==> src/logic/status_regs_pkg.sv <==
package status_regs_pkg;
	localparam logic [7:0] ADDR_INPUT_CHARGE = 8'h08;
	localparam logic [7:0] ADDR_FAULT        = 8'h09;
	localparam logic [7:0] ADDR_REG_STATUS   = 8'h0A;
	localparam logic [7:0] ADDR_IDENTITY     = 8'h0B;

	localparam int SRC_MSB    = 7;
	localparam int SRC_LSB    = 5;
	localparam int PHASE_MSB  = 4;
	localparam int PHASE_LSB  = 3;
	localparam int PG_BIT     = 2;
	localparam int THERM_BIT  = 1;
	localparam int VSYS_BIT   = 0;
	localparam int WD_BIT     = 7;
	localparam int OTG_BIT    = 6;
	localparam int CF_MSB     = 5;
	localparam int CF_LSB     = 4;
	localparam int BOV_BIT    = 3;
	localparam int NTC_MSB    = 2;
	localparam int NTC_LSB    = 0;
	localparam int GOOD_BIT   = 7;
	localparam int VLIM_BIT   = 6;
	localparam int ILIM_BIT   = 5;
	localparam int CV_BIT     = 4;
	localparam int TOPOFF_BIT = 3;
	localparam int ACOV_BIT   = 2;
	localparam int VMASK_BIT  = 1;
	localparam int IMASK_BIT  = 0;
	localparam int RELOAD_BIT = 7;
	localparam int PART_MSB   = 6;
	localparam int PART_LSB   = 3;
	localparam int MAKER_BIT  = 2;
	localparam int REV_MSB    = 1;
	localparam int REV_LSB    = 0;

	// arbitrary identity values
	localparam logic [3:0] PART_NUMBER_VAL = 4'h5;
	localparam logic       MAKER_PART_VAL  = 1'h0;
	localparam logic [1:0] REVISION_VAL    = 2'h1;

	localparam logic       MASK_RESET      = 1'h0;
	localparam logic [2:0] SRC_NONE        = 3'h0;
	localparam logic [2:0] SRC_RESERVED    = 3'h4;
	localparam logic [2:0] NTC_RESERVED_1  = 3'h1;
	localparam logic [2:0] NTC_RESERVED_4  = 3'h4;
	localparam logic [2:0] NTC_RESERVED_7  = 3'h7;
	localparam logic [2:0] NTC_COOL        = 3'h3;
	localparam logic [2:0] NTC_NORMAL      = 3'h0;
endpackage

==> src/logic/status_sample_if.sv <==
`timescale 1ns/1ps
interface status_sample_if;
	logic [7:0] raw;
	logic [7:0] held;
	modport owner (output raw, input held);
	modport stage (input raw, output held);
endinterface

==> src/logic/charger_status_fault_regs.sv <==
`timescale 1ns/1ps
module charger_status_fault_regs
	import status_regs_pkg::*;
(
	input  wire logic       clk,
	input  wire logic       rst_n,
	input  wire logic [7:0] reg_addr,
	input  wire logic       reg_wr,
	input  wire logic       reg_rd,
	input  wire logic [7:0] reg_wdata,
	output logic      [7:0] reg_rdata,
	input  wire logic [2:0] input_source_type,
	input  wire logic [1:0] charge_phase,
	input  wire logic       input_in_range,
	input  wire logic       input_poor,
	input  wire logic       thermal_reg_active,
	input  wire logic       min_system_reg_active,
	input  wire logic       watchdog_expired,
	input  wire logic       otg_overload,
	input  wire logic       input_overvoltage,
	input  wire logic       battery_too_low,
	input  wire logic [1:0] charge_fault_code,
	input  wire logic       battery_overvoltage,
	input  wire logic [2:0] thermistor_zone,
	input  wire logic       buck_mode,
	input  wire logic       good_input_attached,
	input  wire logic       input_voltage_limit_active,
	input  wire logic       input_current_limit_active,
	input  wire logic       direct_charge_enable,
	input  wire logic       const_voltage_near,
	input  wire logic       topoff_counting,
	input  wire logic       adaptor_overvoltage,
	input  wire logic       vlimit_event,
	input  wire logic       ilimit_event,
	output logic            interrupt_pulse_out,
	output logic            defaults_reload,
	output logic            safety_timer_reset
);
	typedef struct packed {
		logic [7:0] status_a;
		logic [7:0] status_b;
		logic [5:0] status_c;
		logic       vlimit_irq_mask;
		logic       ilimit_irq_mask;
		logic       reload_pending;
		logic [7:0] rdata;
		logic       irq;
		logic       reload_out;
		logic       timer_reset_out;
	} regs_state_type;

	regs_state_type state_r;
	regs_state_type state_nxt;

	// status_c keeps the six upper bits of the regulation byte
	localparam int C_BASE = ACOV_BIT;

	status_sample_if sif ();

	// fault byte passes one extra stage, so fault sources reach status_b one edge after the others
	status_stage fault_stage (
		.clk   (clk),
		.rst_n (rst_n),
		.sif   (sif)
	);

	logic [2:0] src_clean;
	logic [2:0] ntc_clean;
	logic       otg_fault;
	logic       wr_reload;

	always_comb begin
		src_clean = input_source_type;
		if (input_source_type == SRC_RESERVED) begin
			src_clean = SRC_NONE;
		end
		ntc_clean = thermistor_zone;
		if (thermistor_zone == NTC_RESERVED_1 || thermistor_zone == NTC_RESERVED_4 ||
				thermistor_zone == NTC_RESERVED_7) begin
			ntc_clean = NTC_NORMAL;
		end
		if (thermistor_zone == NTC_COOL && !buck_mode) begin
			ntc_clean = NTC_NORMAL;
		end
		otg_fault = otg_overload | input_overvoltage | battery_too_low;
		sif.raw = '0;
		sif.raw[WD_BIT] = watchdog_expired;
		sif.raw[OTG_BIT] = otg_fault;
		sif.raw[CF_MSB:CF_LSB] = charge_fault_code;
		sif.raw[BOV_BIT] = battery_overvoltage;
		sif.raw[NTC_MSB:NTC_LSB] = ntc_clean;
	end

	assign wr_reload = reg_wr && reg_addr == ADDR_IDENTITY && reg_wdata[RELOAD_BIT];

	always_comb begin
		state_nxt = state_r;
		// source code only; limit value is reported by the control bank
		state_nxt.status_a[SRC_MSB:SRC_LSB] = src_clean;
		state_nxt.status_a[PHASE_MSB:PHASE_LSB] = charge_phase;
		state_nxt.status_a[PG_BIT] = input_in_range & ~input_poor;
		state_nxt.status_a[THERM_BIT] = thermal_reg_active;
		state_nxt.status_a[VSYS_BIT] = min_system_reg_active;
		state_nxt.status_b = sif.held;
		state_nxt.status_c[GOOD_BIT - C_BASE] = good_input_attached;
		state_nxt.status_c[VLIM_BIT - C_BASE] = input_voltage_limit_active;
		state_nxt.status_c[ILIM_BIT - C_BASE] = input_current_limit_active;
		state_nxt.status_c[CV_BIT - C_BASE] = direct_charge_enable & const_voltage_near;
		state_nxt.status_c[TOPOFF_BIT - C_BASE] = topoff_counting;
		state_nxt.status_c[ACOV_BIT - C_BASE] = adaptor_overvoltage;

		// only mask bits and reload bit are writable
		if (reg_wr && reg_addr == ADDR_REG_STATUS) begin
			state_nxt.vlimit_irq_mask = reg_wdata[VMASK_BIT];
			state_nxt.ilimit_irq_mask = reg_wdata[IMASK_BIT];
		end

		// reload takes one cycle, then the bit drops by itself
		state_nxt.reload_out = 1'h0;
		state_nxt.timer_reset_out = 1'h0;
		state_nxt.reload_pending = 1'h0;
		if (state_r.reload_pending) begin
			state_nxt.vlimit_irq_mask = MASK_RESET;
			state_nxt.ilimit_irq_mask = MASK_RESET;
		end
		if (wr_reload) begin
			state_nxt.reload_pending = 1'h1;
			state_nxt.reload_out = 1'h1;
			state_nxt.timer_reset_out = 1'h1;
		end

		state_nxt.irq = (vlimit_event & ~state_r.vlimit_irq_mask) |
			(ilimit_event & ~state_r.ilimit_irq_mask);

		state_nxt.rdata = state_r.rdata;
		if (reg_rd) begin
			case (reg_addr)
				ADDR_INPUT_CHARGE: state_nxt.rdata = state_r.status_a;
				ADDR_FAULT:        state_nxt.rdata = state_r.status_b;
				ADDR_REG_STATUS:   state_nxt.rdata = {state_r.status_c, state_r.vlimit_irq_mask,
					state_r.ilimit_irq_mask};
				ADDR_IDENTITY:     state_nxt.rdata = {state_r.reload_pending, PART_NUMBER_VAL,
					MAKER_PART_VAL, REVISION_VAL};
				default:           state_nxt.rdata = '0;
			endcase
		end
	end

	always_ff @(posedge clk) begin
		if (!rst_n) begin
			state_r <= '0;
		end else begin
			state_r <= state_nxt;
		end
	end

	assign reg_rdata = state_r.rdata;
	assign interrupt_pulse_out = state_r.irq;
	assign defaults_reload = state_r.reload_out;
	assign safety_timer_reset = state_r.timer_reset_out;
endmodule

==> src/logic/status_stage.sv <==
`timescale 1ns/1ps
module status_stage (
	input  wire logic clk,
	input  wire logic rst_n,
	status_sample_if.stage sif
);
	typedef struct packed {
		logic [7:0] held;
	} stage_state_type;

	stage_state_type state_r;
	stage_state_type state_nxt;

	always_comb begin
		state_nxt = state_r;
		state_nxt.held = sif.raw;
	end

	always_ff @(posedge clk) begin
		if (!rst_n) begin
			state_r <= '0;
		end else begin
			state_r <= state_nxt;
		end
	end

	assign sif.held = state_r.held;
endmodule

==> config.mk <==
export PLATFORM = sky130hd
export DESIGN_NAME = charger_status_fault_regs
export DESIGN_NICKNAME = d
export VERILOG_FILES = /design/src/logic/status_regs_pkg.sv /design/src/logic/status_sample_if.sv /design/src/logic/charger_status_fault_regs.sv /design/src/logic/status_stage.sv
export SDC_FILE = /design/constraint.sdc
export NUM_CORES = 1
export LEC_CHECK = 0
export BUFFER_PORTS_ARGS = -buffer_cell sky130_fd_sc_hd__buf_2
export CELL_PAD_IN_SITES_DETAIL_PLACEMENT = 0
export CELL_PAD_IN_SITES_GLOBAL_PLACEMENT = 1
export CORE_MARGIN = 2
export CORE_UTILIZATION = 36
export CTS_CLUSTER_DIAMETER = 50
export DETAILED_ROUTE_END_ITERATION = 12
export GPL_ROUTABILITY_DRIVEN = 0
export GPL_TIMING_DRIVEN = 0
export PLACE_DENSITY = 0.85
export SYNTH_ARGS = -nofsm -noshare
export SYNTH_HDL_FRONTEND = slang
export SYNTH_SLANG_ARGS = --single-unit
==> constraint.sdc <==
create_clock -name clk -period 1.2 [get_ports clk]
set_input_delay 0.06 -clock clk [delete_from_list [all_inputs] [get_ports clk]]
set_output_delay 0.06 -clock clk [all_outputs]
set_load 0.005 [all_outputs]
==> qor.yml <==
logic_synthesis:
  synth_warnings: 0
  synth_cell_types: 29
  synthArstFlopShare_pct: 0
  synth_area_mm2: 0.00155
  avgSynthCellArea_um2: 11.2
  synth.net_count: 187
  ys_ff_latch: 42
  ys.flop_type: "dfxtp_1"
  yosysSeqAreaShare_pct: 54.3
  syn_inst: 138
  synth-edff-count: 0
layout:
  fin_area_mm2: 0.00219
  n_fill_cell: 360
  mostFrequentLayoutCell: "buf_2"
  nets: 268
  antenna_cells: 0
  final_core_util_pct: 53.9
  layout.cells.non_filler: 270
  syn2layout_area_growth_pct: 41.3
  layout_common_cells: "buf_2, dfxtp_1, and2_1"
  drive_gt1_share_pct: 34.5
worst_setup_path:
  crit_arrival_ns: 1.31
  critical_path.endpoint: "reg_rdata[7]"
  cp-end-kind: "flop"
  r2r-start: "state_r[11]"
  crit_start: "state_r[11]"
  reg2regPathDepth: 2
  worstPathRequired_ns: 1.38
  worstPathMaxFanout: 4
  timing.rr.end: "reg_rdata[7]"
  crit_type: "flop to flop"
  rrSetupSlack_ns: 0.07
  crit_path_start_kind: "flop"
placed_design:
  numPortBuffers: 54
  pre_cts_ws_ns: 0.0311
  hpwl_um: 2190
  dp_cells: 242
  placed_area_mm2: 0.00188
power:
  pwr-share-seq_pct: 52.5
  clockPowerShare_pct: 38.1
  max-vdd-ir-drop_v: 0.000877
  power_density_mw_per_mm2: 1270
  power.internal_mw: 2.22
  combPwrFrac_pct: 9.4
  total_power_mw: 2.77
  p_sw_mw: 0.550
  leakage_nw: 1.01
  swShare_pct: 19.8
clock_tree:
  cts_buffers: 5
  clkSinkCount: 42
  clk_latency_ns: 0.29
  root_buffer: "clkbuf_8"
  cts.clk_slew.worst_paths_ns: 0.07
  cts.repair.resized: 0
  cts_tree: "done"
  clockBufferDepth: 2
  postCtsSetupBuffers: 0
  ctsHtreeMaxLevel: 2
global_routing:
  grt_pass1_vias: 1218
  grt_pass1_wl_um: 5110
  grt_max_degree: 13
  grt_remaining_overflow: 0
  grt_antenna_before_repair: 0
  track_usage_pct: 13.3
timing:
  period_needed_ns: 1.13
  setup_slack_ns: 0.0682
  finalMaxSlewViolations: 0
  relSlewSlack_pct: 71.3
  hold_viol: 0
  fin_setup_tns_ns: 0
  setup_violations: 0
  hold_ws_ns: 0.000438
  fin_crit_sh_pct: 94.3
  rsz0062_at_grt: "no"
  max_freq_mhz: 884
  skew_ns: 0.00458
  worst_pin_slew_ns: 0.431
die:
  fp.dieW_um: 69.6
  start_util_pct: 38.2
  die_h_um: 69.6
  rows: 23
  die_area_mm2: 0.00484
  ios: 60
  core_mm2: 0.00406
run:
  maxCapViolations: 0
run_status:
  outcome: "complete, no violations"
drt:
  num_vias: 1217
  routedWlPerCell_um: 11.0
  ant_nets: 0
  drt_wl_total_um: 2980
  drt_iter0_drc: 37
  drt-pass1-iter-count: 4
  viasPerCell: 4.51
  drc: 0
hold_path:
  hold_path.class: "input pin to flop"
  min_from: "direct_charge_enable"
## worst min path at each step
| stage | end | slack (ns) | depth (start not counted) |
|---|---|---|---|
| 6_report | state_r[16] | 0.0004 | 2 |
| 5_1_grt | state_r[13] | 0.02 | 3 |
| 4_1_cts | state_r[11] | 0.01 | 3 |
| 3_5_place_dp | fault_stage.sif.held[5] | 0.27 | 2 |
| 3_3_place_gp | fault_stage.sif.held[4] | 0.27 | 2 |
| 2_1_floorplan | fault_stage.sif.held[1] | 0.15 | 1 |
## what timing repair did
item / 4_1_cts / 5_1_grt
endpoints found under the hold margin: 18 / 0
endpoints found under the setup margin: 0 / 1
hold buffers: 21 / 0
## power by group through the flow
stage | Sequential, mW | Clock [mW] | Combinational (mW)
6_report | 1.46 | 1.06 | 0.262
5_1_grt | 1.46 | 1.16 | 0.290
4_1_cts | 1.46 | 1.09 | 0.264
3_5_place_dp | 1.49 | 0 | 0.212
3_3_place_gp | 1.49 | 0 | 0.212
2_1_floorplan | 1.48 | 0 | 0.107
## per-layer routing
layer	GRT usage, %	vias to the layer above	part of all wire (%)
li1	-	636	-
met1	13.8	544	42
met2	24.6	35	52
met3	4.94	2	5.2
met4	3.92	0	0.57
met5	0	-	0
## kinds of logic after synthesis
group                     Yosys count  share of synthesized area (%)
xor gates and xnor gates            1                          0.566
DFF                                42                           54.3
buffers and inverters              19                           7.51
muxes                               9                           6.70
and+or+nand+nor                    42                           17.9
AOI/OAI and AO/OA                  25                           13.1
## area by class of cell
type                            instances  area, um2  area share (%)
Inverter                                3       11.3           0.515
Buffer                                 16        105            4.80
Clock inverter                          1       30.0            1.37
Clock buffer                            7       76.3            3.49
Sequential cell                        42        841            38.4
Timing Repair Buffer                   74        470            21.5
Multi-Input combinational cell         77        592            27.0
Tap cell                               50       62.6            2.86
## cells in the mapped netlist (all sizes together), types with 3 or more instances
cell     count  share of area (%)
clkbuf       5                1.2
mux2i        7                4.5
o21ai        4                1.3
nand4        3                1.2
buf         11                5.6
inv          3               0.73
and3         3                1.2
a32o         8                5.2
dfxtp       42                 54
o2bb2ai      4                2.3
and2        23                9.3
a21oi        3               0.97
## registers in the layout (all words and copies together), names as in the netlist
name	count
interrupt_pulse_out	1
reg_rdata	8
fault_stage.sif.held	8
state_r	25
## critical path, stage by stage (launching register included)
cell and delay [ns]:
dfxtp_1 0.34, mux4_2 0.48, a32o_1 0.21
Power figures use the tool's default switching activity.
